File: src/hdl/adc_seq_defs.svh
// constants for the conversion sequencer: codes, field positions, reset values, timing
`ifndef ADC_SEQ_DEFS_SVH
`define ADC_SEQ_DEFS_SVH

// precision field codes
`define PREC_12_RIGHT      2'b00
`define PREC_RESERVED      2'b01
`define PREC_8_RIGHT       2'b10
`define PREC_12_LEFT       2'b11

// input mode codes
`define MODE_DIFF          2'b00
`define MODE_DIFF_GAIN     2'b01
`define MODE_SINGLE        2'b10
`define MODE_INTERNAL      2'b11

// gain codes: 0 is 1x, n is 2^n x up to 64x, 7 is one half
`define GAIN_UNITY         3'h0
`define GAIN_HALF          3'h7
`define GAIN_HALF_STAGES   3'h1

// reference codes, five legal choices
`define REF_BANDGAP_1V     3'h0
`define REF_VCC_DIV_1P6    3'h1
`define REF_VCC_DIV_2      3'h2
`define REF_EXT_PIN_A      3'h3
`define REF_EXT_PIN_B      3'h4
`define REF_LAST           3'h4

// field positions and sizes
`define RAW_MSB            4'hb
`define RAW_LSB_8BIT       4'h4
`define RAW_LSB_12BIT      4'h0
`define RAW_MID_CODE       12'h800
`define SIGN_BIT_12        11
`define SIGN_BIT_8         7

// timing: converter clock is peripheral clock / (8 << prescale)
`define HALF_BASE_CYCLES   10'h004
`define FINAL_HALVES_M1    7'h01

// reset values
`define RESULT_RESET       16'h0000
`define SAR_RESET          12'h000
`define INPUT_RESET        4'h0

`endif

File: src/hdl/adc_seq_pkg.sv
// types shared by the conversion sequencer
package adc_seq_pkg;

	typedef enum logic [2:0] {
		idle_s,
		sample_s,
		gain_s,
		bits_s,
		final_s
	} conv_state_t;

	typedef logic [11:0] raw_code_t;
	typedef logic [15:0] result_word_t;

endpackage

File: src/hdl/adc_conversion_sequencer.sv
// successive-approximation converter sequencer: timing, scan, formatting and compare
`timescale 1ns/1ps
`include "adc_seq_defs.svh"

// Functional notes
// sampling lengthens in half converter cycles, up to 64 cycles
// reference selector offers bandgap 1.00V, supply/1.6, supply/2, two external pins
// result goes to the result register; one sign setting for all
// software picks signed mode whenever differential inputs are used
// signed 12-bit results span -2048 to +2047, 0xf800 to 0x07ff
// unsigned results span 0 to 4095, up to 0x0fff
// gain is one half to 64 for differential, fixed one otherwise
// 8-bit and 12-bit precision; 8-bit finishes in fewer cycles
// 16-bit result, right aligned by default; 12-bit may be left aligned
// signed results are sign extended from bit 11 or bit 7
// 12-bit threshold compare flags results above or below it
// a conversion starts on a start write or any routed event
// software sets the input selection before triggering a conversion
// scan converts first input, then increments after each conversion up to count
// converter clock is the peripheral clock through a programmable prescaler
// latency is 1 + (resolution+1+gain stages)/2 converter cycles
// a new conversion may follow the previous one with no gap
// msb first, remaining bits over three and a half or five and a half cycles, half cycle each
// final cycle assembles result, then sets completion flag and result
// start must be seen one peripheral cycle before the starting edge
// input is sampled in the first half of the first cycle
// each gain doubling adds a half-cycle pipeline stage
// start bit clears by hardware once the conversion has begun
// precision 00 12 right, 10 8 right, 11 12 left, 01 reserved
// sign mode resets to unsigned; setting it selects signed
// continuous mode converts the next input as each conversion finishes
// after a full scan the selection returns to the first input
// sample extension value counts added half cycles; zero is one half
module adc_conversion_sequencer
	import adc_seq_pkg::*;
(
	input  wire logic         core_clk_i,
	input  wire logic         rst_b_i,
	input  wire logic         enable_i,
	input  wire logic [2:0]   prescale_i,
	input  wire logic         start_write_i,
	input  wire logic         event_i,
	input  wire logic         sign_mode_select_i,
	input  wire logic         continuous_conversion_i,
	input  wire logic [1:0]   precision_i,
	input  wire logic [2:0]   reference_select_i,
	input  wire logic [1:0]   input_mode_i,
	input  wire logic [2:0]   gain_select_i,
	input  wire logic [3:0]   input_selector_i,
	input  wire logic [3:0]   scan_count_i,
	input  wire logic [6:0]   sample_extension_value_i,
	input  wire logic [11:0]  threshold_i,
	input  wire logic         compare_enable_i,
	input  wire logic         compare_above_i,
	input  wire logic         clear_complete_i,
	input  wire logic         clear_compare_i,
	input  wire logic         comparator_i,
	output logic              converter_clock_o,
	output logic              sample_o,
	output logic [11:0]       sar_trial_o,
	output logic [3:0]        positive_input_o,
	output logic [2:0]        gain_code_o,
	output logic [2:0]        reference_o,
	output logic              channel_start_bit_o,
	output logic              busy_o,
	output logic [15:0]       result_o,
	output logic              complete_flag_o,
	output logic              compare_flag_o
);

	conv_state_t  state_reg;
	conv_state_t  state_next;
	logic [9:0]   presc_cnt_reg;
	logic         clk_reg;
	logic         pending_reg;
	logic         comp_meta_reg;
	logic         comp_sync_reg;
	logic [6:0]   cnt_reg;
	logic [6:0]   cnt_next;
	logic [3:0]   bit_idx_reg;
	logic [3:0]   bit_idx_next;
	raw_code_t    sar_reg;
	raw_code_t    sar_next;
	logic [3:0]   scan_idx_reg;
	logic [3:0]   scan_idx_next;
	logic [1:0]   prec_reg;
	logic         signed_reg;
	logic [2:0]   stages_reg;
	logic [2:0]   gain_reg;
	result_word_t result_reg;
	logic         complete_reg;
	logic         compare_reg;

	wire logic [9:0] half_len     = `HALF_BASE_CYCLES << prescale_i;
	// a compare on >= keeps a prescale lowered mid-half from wrapping the counter
	wire logic       half_tick    = enable_i && (presc_cnt_reg >= half_len - 10'h001);
	wire logic       rise_tick    = half_tick && !clk_reg;
	wire logic       is_gain_mode = (input_mode_i == `MODE_DIFF_GAIN);
	wire logic [2:0] gain_eff     = is_gain_mode ? gain_select_i : `GAIN_UNITY;
	wire logic [2:0] stages_eff   = (gain_eff == `GAIN_HALF) ? `GAIN_HALF_STAGES : gain_eff;
	wire logic       begin_idle   = (state_reg == idle_s) && rise_tick && pending_reg;
	wire logic       last_tick    = (state_reg == final_s) && half_tick && (cnt_reg == 7'h00);
	wire logic       scan_done    = (scan_idx_reg == scan_count_i);
	// chain with no gap
	wire logic       chain        = last_tick && enable_i
	                                && (!scan_done || continuous_conversion_i || pending_reg);
	wire logic       begin_conv   = begin_idle || chain;
	wire logic [3:0] low_bit      = (prec_reg == `PREC_8_RIGHT) ? `RAW_LSB_8BIT : `RAW_LSB_12BIT;
	wire raw_code_t  done_code    = sar_reg;
	wire result_word_t formatted  = format_result(done_code, prec_reg, signed_reg);
	wire logic       hit          = compare_hit(formatted, prec_reg, signed_reg,
	                                            threshold_i, compare_above_i);

	// result in two's complement when signed; offset binary code from the array
	function automatic result_word_t format_result(input raw_code_t raw,
	                                               input logic [1:0] prec,
	                                               input logic sgn);
		raw_code_t    v;
		result_word_t w;
		// offset to two's complement
		v = sgn ? (raw ^ `RAW_MID_CODE) : raw;
		// alignment choice
		case (prec)
			`PREC_8_RIGHT:
			begin
				// sign fills high byte
				w = {{8{sgn & v[`RAW_MSB]}}, v[11:4]};
			end
			`PREC_12_LEFT:
			begin
				w = {v, 4'h0};
			end
			default:
			begin
				// bit 11 padded upward
				w = {{4{sgn & v[`RAW_MSB]}}, v};
			end
		endcase
		return w;
	endfunction

	// the 8-bit value is widened to 13 bits before comparing with the threshold
	function automatic logic compare_hit(input result_word_t w, input logic [1:0] prec,
	                                     input logic sgn, input logic [11:0] th,
	                                     input logic above);
		logic [12:0] a;
		logic [12:0] b;
		logic        gt;
		logic        lt;
		if (prec == `PREC_12_LEFT)
			a = {sgn & w[15], w[15:4]};
		else if (prec == `PREC_8_RIGHT)
			a = {{5{sgn & w[7]}}, w[7:0]};
		else
			a = {sgn & w[11], w[11:0]};
		b = {sgn & th[11], th};
		gt = $signed(a) > $signed(b);
		lt = $signed(a) < $signed(b);
		// above or below threshold
		return above ? gt : lt;
	endfunction

	always_comb
	begin
		state_next    = state_reg;
		cnt_next      = cnt_reg;
		bit_idx_next  = bit_idx_reg;
		sar_next      = sar_reg;
		scan_idx_next = scan_idx_reg;
		if (!enable_i)
		begin
			state_next    = idle_s;
			// an abort also drops a scan in flight
			scan_idx_next = `INPUT_RESET;
		end
		else if (begin_conv)
		begin
			// extension in half cycles
			state_next = sample_s;
			cnt_next   = sample_extension_value_i;
			sar_next   = `SAR_RESET;
			if (begin_idle)
				// scan restarts at first input
				scan_idx_next = `INPUT_RESET;
		end
		else if (half_tick)
		begin
			case (state_reg)
				sample_s:
				begin
					// hold sampling for the extension
					if (cnt_reg != 7'h00)
						cnt_next = cnt_reg - 7'h01;
					else if (stages_reg != 3'h0)
					begin
						// one half cycle per stage
						state_next = gain_s;
						cnt_next   = {4'h0, stages_reg} - 7'h01;
					end
					else
					begin
						state_next   = bits_s;
						bit_idx_next = `RAW_MSB;
						sar_next     = `RAW_MID_CODE;
					end
				end
				gain_s:
				begin
					if (cnt_reg != 7'h00)
						cnt_next = cnt_reg - 7'h01;
					else
					begin
						state_next   = bits_s;
						bit_idx_next = `RAW_MSB;
						sar_next     = `RAW_MID_CODE;
					end
				end
				bits_s:
				begin
					// one bit per half cycle, msb first
					sar_next[bit_idx_reg] = comp_sync_reg;
					if (bit_idx_reg == low_bit)
					begin
						// 8-bit stops four bits early
						state_next = final_s;
						cnt_next   = `FINAL_HALVES_M1;
					end
					else
					begin
						bit_idx_next           = bit_idx_reg - 4'h1;
						sar_next[bit_idx_next] = 1'b1;
					end
				end
				// two closing halves end the latency
				final_s:
				begin
					if (cnt_reg != 7'h00)
						cnt_next = cnt_reg - 7'h01;
					else
						state_next = idle_s;
				end
				default:
				begin
					state_next = idle_s;
				end
			endcase
		end
		if (last_tick)
		begin
			// advance the positive input
			scan_idx_next = scan_done ? `INPUT_RESET : scan_idx_reg + 4'h1;
		end
	end

	// prescaled half-cycle ticks
	always_ff @(posedge core_clk_i or negedge rst_b_i)
	begin
		if (!rst_b_i)
		begin
			presc_cnt_reg <= 10'h000;
			clk_reg       <= 1'b0;
		end
		else if (!enable_i || half_tick)
		begin
			presc_cnt_reg <= 10'h000;
			clk_reg       <= enable_i && !clk_reg;
		end
		else
			presc_cnt_reg <= presc_cnt_reg + 10'h001;
	end

	// comparator level crosses from the analog side
	always_ff @(posedge core_clk_i or negedge rst_b_i)
	begin
		if (!rst_b_i)
		begin
			comp_meta_reg <= 1'b0;
			comp_sync_reg <= 1'b0;
		end
		else
		begin
			comp_meta_reg <= comparator_i;
			comp_sync_reg <= comp_meta_reg;
		end
	end

	// start write or event; registered, so seen a cycle ahead
	always_ff @(posedge core_clk_i or negedge rst_b_i)
	begin
		if (!rst_b_i)
			pending_reg <= 1'b0;
		else
			// cleared at begin, a new request wins
			pending_reg <= (pending_reg && !begin_conv) || start_write_i || event_i;
	end

	always_ff @(posedge core_clk_i or negedge rst_b_i)
	begin
		if (!rst_b_i)
		begin
			state_reg    <= idle_s;
			cnt_reg      <= 7'h00;
			bit_idx_reg  <= `RAW_MSB;
			sar_reg      <= `SAR_RESET;
			scan_idx_reg <= `INPUT_RESET;
		end
		else
		begin
			state_reg    <= state_next;
			cnt_reg      <= cnt_next;
			bit_idx_reg  <= bit_idx_next;
			sar_reg      <= sar_next;
			scan_idx_reg <= scan_idx_next;
		end
	end

	// settings are frozen per conversion so a mid-flight change cannot mix formats
	always_ff @(posedge core_clk_i or negedge rst_b_i)
	begin
		if (!rst_b_i)
		begin
			prec_reg   <= `PREC_12_RIGHT;
			// unsigned after reset
			signed_reg <= 1'b0;
			stages_reg <= 3'h0;
			gain_reg   <= `GAIN_UNITY;
		end
		else if (begin_conv)
		begin
			// reserved code acts as 12 right
			prec_reg   <= (precision_i == `PREC_RESERVED) ? `PREC_12_RIGHT : precision_i;
			// one sign setting for the converter
			signed_reg <= sign_mode_select_i;
			// gain only with differential gain mode
			stages_reg <= stages_eff;
			gain_reg   <= gain_eff;
		end
	end

	// result and flags land together after the final cycle
	always_ff @(posedge core_clk_i or negedge rst_b_i)
	begin
		if (!rst_b_i)
		begin
			result_reg   <= `RESULT_RESET;
			complete_reg <= 1'b0;
			compare_reg  <= 1'b0;
		end
		else
		begin
			if (last_tick)
				// unsigned code is the raw value
				result_reg <= formatted;
			complete_reg <= last_tick || (complete_reg && !clear_complete_i);
			// flag only when enabled and hit
			compare_reg  <= (last_tick && compare_enable_i && hit)
			                || (compare_reg && !clear_compare_i);
		end
	end

	// output flops
	always_ff @(posedge core_clk_i or negedge rst_b_i)
	begin
		if (!rst_b_i)
		begin
			converter_clock_o   <= 1'b0;
			sample_o            <= 1'b0;
			sar_trial_o         <= `SAR_RESET;
			positive_input_o    <= `INPUT_RESET;
			gain_code_o         <= `GAIN_UNITY;
			reference_o         <= `REF_BANDGAP_1V;
			channel_start_bit_o <= 1'b0;
			busy_o              <= 1'b0;
			result_o            <= `RESULT_RESET;
			complete_flag_o     <= 1'b0;
			compare_flag_o      <= 1'b0;
		end
		else
		begin
			converter_clock_o   <= clk_reg;
			// sampling from the first half cycle
			sample_o            <= (state_reg == sample_s);
			sar_trial_o         <= sar_reg;
			positive_input_o    <= input_selector_i + scan_idx_reg;
			gain_code_o         <= gain_reg;
			// five references, others fall back to bandgap
			reference_o         <= (reference_select_i > `REF_LAST) ? `REF_BANDGAP_1V
			                                                       : reference_select_i;
			channel_start_bit_o <= pending_reg;
			busy_o              <= (state_reg != idle_s);
			result_o            <= result_reg;
			complete_flag_o     <= complete_reg;
			compare_flag_o      <= compare_reg;
		end
	end

endmodule

File: config.mk
export PLATFORM = sky130hd
export DESIGN_NAME = adc_conversion_sequencer
export DESIGN_NICKNAME = d
export VERILOG_FILES = /design/src/hdl/adc_seq_pkg.sv /design/src/hdl/adc_conversion_sequencer.sv
export VERILOG_INCLUDE_DIRS = /design/src /design/src/hdl
export SDC_FILE = /design/constraint.sdc
export NUM_CORES = 1
export LEC_CHECK = 0
export CAP_MARGIN = 20
export CORE_MARGIN = 2
export CORE_UTILIZATION = 69
export CTS_CLUSTER_SIZE = 8
export DETAILED_ROUTE_END_ITERATION = 12
export DONT_BUFFER_PORTS = 1
export PLACE_DENSITY_LB_ADDON = 0.1
export SLEW_MARGIN = 20
export SYNTH_ARGS = -nofsm -noshare
export SYNTH_HDL_FRONTEND = slang
export SYNTH_SLANG_ARGS = --single-unit
File: constraint.sdc
create_clock -name core_clk_i -period 8.5 [get_ports core_clk_i]
set_input_delay 1.7 -clock core_clk_i [delete_from_list [all_inputs] [get_ports core_clk_i]]
set_output_delay 1.7 -clock core_clk_i [all_outputs]
set_load 0.02 [all_outputs]
-- Yosys cells after proc, flatten, opt, wreduce, memory -nomap -nowiden
Index checks and enable logic that the tools add are counted.
- muxes and demuxes: 49
- reductions and logical operators: 45
- magnitude comparators: 8
- shifts and indexed selects: 1
- add/subtract/negate cells: 7
- equal/unequal tests: 28
- bitwise logic cells: 8
- operators by type and width (kind ; number):
    12-bit two-way mux ; 7
    7-bit two-way mux ; 6
    4-bit two-way mux ; 9
    12-bit one-hot mux with 3 select lines ; 1
    3-bit two-way mux ; 11
    16-bit one-hot mux with 2 select lines ; 1
    13-bit two-way mux ; 2
    7-bit one-hot mux with 3 select lines ; 1
    4-bit inequality test (second input constant) ; 5
    1-bit logical AND ; 16
    13-bit greater-than comparator ; 1
    13-bit less-than comparator ; 1
    12-bit bitwise mux ; 1
    3-bit by 1-bit inequality test with 1-bit output (second input constant) ; 4
    3-bit inequality test (second input constant) ; 4
    12-bit bitwise OR ; 1
    3-bit one-hot mux with 4 select lines ; 1
    4-bit one-hot mux with 3 select lines ; 1
    6-bit AND reduction ; 2
    10-bit by 1-bit adder with 10-bit output (second input constant) ; 1
    10-bit >= comparator ; 1
    4-bit by 5-bit less-than comparator with 1-bit output (second input constant) ; 2
    10-bit two-way mux ; 1
    3-bit by 3-bit left shift with 10-bit output (first input constant) ; 1
    33 further kinds ; 65
- logic and storage cells: 174
- input port bits: 52
- register bits: 115

-- Depth between registers and ports, before layout
- depth in word-level cells: 13
- depth in mapped cells: 14
- depth with buffers taken out: 14

-- Worst setup path before layout
Ideal clock, no wire load.
- path kind: in2reg
- start point: input port prescale_i[2]
- end point: register cnt_reg[5]
- cell stages on the path: 8
- data arrival time: 3.597 ns
- setup slack: 4.779 ns
- library setup time: 0.125 ns
- path buffers: 0
- path through: nor3_1 ha_1 a21o_1 a221oi_1 o22ai_1 nand2_1 mux2_2 mux2_2
- cells in the longest elaborated chain, start to end: 11
- elaborated cells between the ends (all ways): 19
- those cells by class: 1 x add/sub; 1 x order compare; 3 x eq/ne; 1 x shift; 1 x mux; 12 x reduce/logical
- RTL lines (item ; line ; text):
    start: declaration ; adc_conversion_sequencer.sv:40 ; input wire logic [2:0] prescale_i,
    3-bit by 3-bit left shift with 10-bit output (no line) (*) ; - ;
    10-bit by 1-bit subtractor with 10-bit output (*) ; adc_conversion_sequencer.sv:96 ; wire logic half_tick = enable_i && (presc_cnt_reg >= half_len - 10'h001);
    10-bit >= comparator (*) ; adc_conversion_sequencer.sv:96 ;
    1-bit logical AND (*) ; adc_conversion_sequencer.sv:96 ;
    1-bit logical AND (2 in series) ; adc_conversion_sequencer.sv:102 ; wire logic last_tick = (state_reg == final_s) && half_tick && (cnt_reg == 7'h00);
    1-bit logical AND ; adc_conversion_sequencer.sv:105 ; wire logic chain = last_tick && enable_i
    1-bit logical AND ; adc_conversion_sequencer.sv:106 ; && (!scan_done || continuous_conversion_i || pending_reg);
    1-bit logical OR ; adc_conversion_sequencer.sv:107 ; wire logic begin_conv = begin_idle || chain;
    4-bit inequality test (no line), or another cell as far along ; - ;
    6-bit AND reduction (no line) ; - ;
    end signal: assignment ; adc_conversion_sequencer.sv:310 ; cnt_reg <= cnt_next;
    end: declaration ; adc_conversion_sequencer.sv:78 ; logic [6:0] cnt_reg;
Mark *: on every way between the ends. The rest lies on a longest branch, timed or not.
A chain may end at the register's enable or synchronous reset.

-- Worst setup path after layout
- start point: input port prescale_i[0]
- end point: register result_reg[0]
- cells in the longest elaborated chain, start to end: 6
- RTL lines (item ; line ; text):
    3-bit by 3-bit left shift with 10-bit output (no line) ; - ;
    10-bit by 1-bit subtractor with 10-bit output ; adc_conversion_sequencer.sv:96 ;
    10-bit >= comparator ; adc_conversion_sequencer.sv:96 ;
    1-bit logical AND ; adc_conversion_sequencer.sv:96 ;
    1-bit logical AND (2 in series) ; adc_conversion_sequencer.sv:102 ;
    end signal: assignment ; adc_conversion_sequencer.sv:345 ; result_reg <= `RESULT_RESET;
    end signal: assignment ; adc_conversion_sequencer.sv:353 ; result_reg <= formatted;
    end: declaration ; adc_conversion_sequencer.sv:90 ; result_word_t result_reg;
No other way between the ends.

==> reports/metrics.csv <==
metric,value,unit
run_status,finished clean,
grt_pass1_wl,21800,um
setup_total_negative_slack,0,ps
synth_top_cells_by_area,"sky130_fd_sc_hd__dfrtp_1, sky130_fd_sc_hd__ha_1, sky130_fd_sc_hd__nand2_1",
die-height,97.9,um
post_cts_resize_count,0,
nNetsFinal,737,
grt_start_max_net_pins,115,
port_buffers,0,
min_path_type,flip-flop to flip-flop,
dominantRegCellSynth,sky130_fd_sc_hd__dfrtp_1,
h-tree-depth,4,
gr-usage-met1,38.1,%
dp.final_hpwl,8930,um
rsz_0062_raised_after_global_routing,no,
buffers_from_clock_root_to_sink_at_most,2,
avgRoutedWirePerCell,17.0,um
drt.antenna.violating_nets,0,
gp_routability_congestion,0.916,
tightestPinTransition,954,ps
worst_ir_drop_vdd,0.000133,V
final_layout_size_suffix_gt1_share,7.45,%
cts.sink_count,114,
max_clock_freq,0.251,GHz
antenna_found_initial,0,
area_growth_syn_to_layout,9.91,%
die_w,97.9,um
detailedRoute.firstIterationViolations,289,
start_kind,input pin,
worst-setup-path-type,input pin to flip-flop,
synth_cell_types,58,
drt-total-wl,13000,um
finished_layout_cell_area,6690,um^2
timing.slew.headroom,36.2,%
report.final.slew_viol_count,0,
synth-edff-count,0,
global_route.overflow_total,0,
drv_cap,0,
clockRootBuffer,sky130_fd_sc_hd__clkbuf_8,
clock_period_minus_final_worst_setup_slack,3980,ps
pre_cts_slack,4040,ps
async_reset_ff_share,100,%
grt_util_all_layers,28.5,%
clkLatencyLatePin,520,ps
hold_buffers,0,
route.detailed.vias_per_inst,6.21,
via_count,4760,
diodes,0,
mean_cell_area_of_the_mapped_netlist,9.35,um^2
design.die.area,9590,um^2
synth_top_cell_by_area,sky130_fd_sc_hd__dfrtp_1,
synthesized_cell_area,6090,um^2
worst_ep_required_time,8890,ps
synth.yosys.warnings,0,
grt_util_met2,45.4,%
synth.net_count,743,
critical_path.endpoint_type,flip-flop,
hold_viol,0,
core.rowCount,34,
netlist_instances,651,
synth.yosys.seq_area_share,46.9,%
detailed_place.area,6110,um^2
pwr_density_cell,206,nW/um^2
timing.final.setup_violations,0,
core-area,8640,um^2
yosys_register_bits,114,
worst_setup_hold_path_clk_slew,60,ps
final_worst_setup_slack,4520,ps
grt_pass1_vias,4504,
cts_made_buffers,17,
globalRoute.busiestLayer,met2,
finalClockSkew,8.23,ps
drcViolationCount,0,
tritoncts,yes,
grt_util_met3,6.23,%
post-route-period-util,46.8,%
yosysTopAreaCellShare,45.6,%
power_leakage,0.00320,uW
worst-endpoint-arrival,4370,ps
drt_pass1_iterations,5,
postCtsSetupRepairBufs,0,
floorplan.io_pins,96,
crit_path_max_fanout,28,
floorplan.initialDensity,70.5,%
-- worst max-delay path: stages --
cell and delay [ps]:
sky130_fd_sc_hd__nand3_1 70, sky130_fd_sc_hd__ha_1 300, sky130_fd_sc_hd__nand4_1 110, sky130_fd_sc_hd__or2_1 220
sky130_fd_sc_hd__o22ai_1 560, sky130_fd_sc_hd__nand3_1 830, sky130_fd_sc_hd__a221oi_1 500, sky130_fd_sc_hd__nor2_1 70
-- cell usage in the layout (no fill, tap or decap), types with 4 or more instances in the layout --
cell type	count
sky130_fd_sc_hd__nor2_1	45
sky130_fd_sc_hd__mux2_2	7
sky130_fd_sc_hd__nand3b_1	4
sky130_fd_sc_hd__mux2i_1	18
sky130_fd_sc_hd__a21oi_1	24
sky130_fd_sc_hd__nor3b_1	5
sky130_fd_sc_hd__a31oi_1	11
sky130_fd_sc_hd__nand2b_1	4
sky130_fd_sc_hd__inv_1	32
sky130_fd_sc_hd__nand3_1	16
sky130_fd_sc_hd__nor2b_1	11
sky130_fd_sc_hd__and3_1	5
sky130_fd_sc_hd__a221oi_1	6
sky130_fd_sc_hd__a21o_1	14
sky130_fd_sc_hd__dfrtp_1	111
sky130_fd_sc_hd__xnor2_1	14
sky130_fd_sc_hd__clkbuf_16	16
sky130_fd_sc_hd__nor3_1	11
sky130_fd_sc_hd__ha_1	39
sky130_fd_sc_hd__o22ai_1	4
sky130_fd_sc_hd__nand4_1	4
sky130_fd_sc_hd__o21ai_1	26
sky130_fd_sc_hd__nand2_1	116
sky130_fd_sc_hd__xor2_1	10
sky130_fd_sc_hd__o21ai_0	47
-- synth_stat cells, types with 3 or more instances --
cell	instances
sky130_fd_sc_hd__a21o_1	14
sky130_fd_sc_hd__a221oi_1	6
sky130_fd_sc_hd__a31oi_1	11
sky130_fd_sc_hd__nand4_1	4
sky130_fd_sc_hd__mux2i_1	18
sky130_fd_sc_hd__nor2_1	45
sky130_fd_sc_hd__nand3b_1	4
sky130_fd_sc_hd__a21oi_1	24
sky130_fd_sc_hd__mux2_2	7
sky130_fd_sc_hd__dfrtp_1	111
sky130_fd_sc_hd__nand2b_1	4
sky130_fd_sc_hd__and2_1	3
sky130_fd_sc_hd__nor3_1	11
sky130_fd_sc_hd__o21ai_0	47
sky130_fd_sc_hd__ha_1	39
sky130_fd_sc_hd__dfstp_2	3
sky130_fd_sc_hd__xnor2_1	14
sky130_fd_sc_hd__buf_2	4
sky130_fd_sc_hd__o21ai_1	26
sky130_fd_sc_hd__xor2_1	10
sky130_fd_sc_hd__nor3b_1	5
sky130_fd_sc_hd__nand2_1	116
sky130_fd_sc_hd__a32o_1	3
sky130_fd_sc_hd__and3_1	5
sky130_fd_sc_hd__nand3_1	16
sky130_fd_sc_hd__inv_1	32
sky130_fd_sc_hd__clkbuf_1	18
sky130_fd_sc_hd__o22ai_1	4
sky130_fd_sc_hd__nor2b_1	11
-- layout make-up --
| class | count | area, um^2 |
|---|---|---|
| inverter | 32 | 120 |
| fill | 575 | 1940 |
| multi-input combinational | 479 | 2990 |
| tap | 108 | 135 |
| timing repair buffer | 1 | 7.51 |
| sequential | 114 | 2860 |
| clock inverter | 12 | 133 |
| clock buffer | 20 | 445 |
-- final timing paths --
check / startpoint / end / slack (ps) / depth (start not counted)
setup / recovery: prescale_i[0] / result_reg[0] / 4520 / 8
hold / removal: comp_meta_reg / comp_sync_reg / 360 / 0
setup reg to reg: prec_reg[1] / compare_reg / 4800 / 12
hold reg to reg: comp_meta_reg / comp_sync_reg / 360 / 0
max in group asynchronous: rst_b_i / bit_idx_reg[0] / 7420 / 0
min in group asynchronous: rst_b_i / complete_reg / 870 / 0
-- kinds of logic (layout without fill, tap and decap cells) --
family                     after synthesis  after routing  synth area share, %
muxes                                   25             25                 4.25
adders and majority gates               40             40                 8.34
other                                    1              1               0.0616
and+or+nand+nor                        231            231                 16.9
DFF                                    114            114                 46.9
AOI/OAI and AO/OA                      158            158                 16.2
xor gates and xnor gates                24             24                 3.45
buffers and inverters                   58             65                 3.90
-- layer usage --
metal  part of all wire (%)  routed length, um
met5                      0                  0
met4                    2.4                308
met3                    5.1                662
met2                     49               6370
met1                     44               5690
-- power by group --
part | internal [uW] | switching (uW)
Clock | 432 | 253
Sequential | 555 | 20.1
Combinational | 47.7 | 67.7
-- through the flow --
step / total power (uW) / hold slack, ps / utilization, % / instances
3_5_place_dp: 695 / 355 / 70.8 / 734
5_1_grt: 1420 / 367 / 77.5 / 766
6_report: 1380 / 360 / 77.5 / 766
3_3_place_gp: 690 / 345 / 70.8 / 734
2_1_floorplan: 679 / 331 / - / 651
4_1_cts: 1380 / 363 / 77.5 / 766
Note: power is estimated with default switching activity, not from simulation.
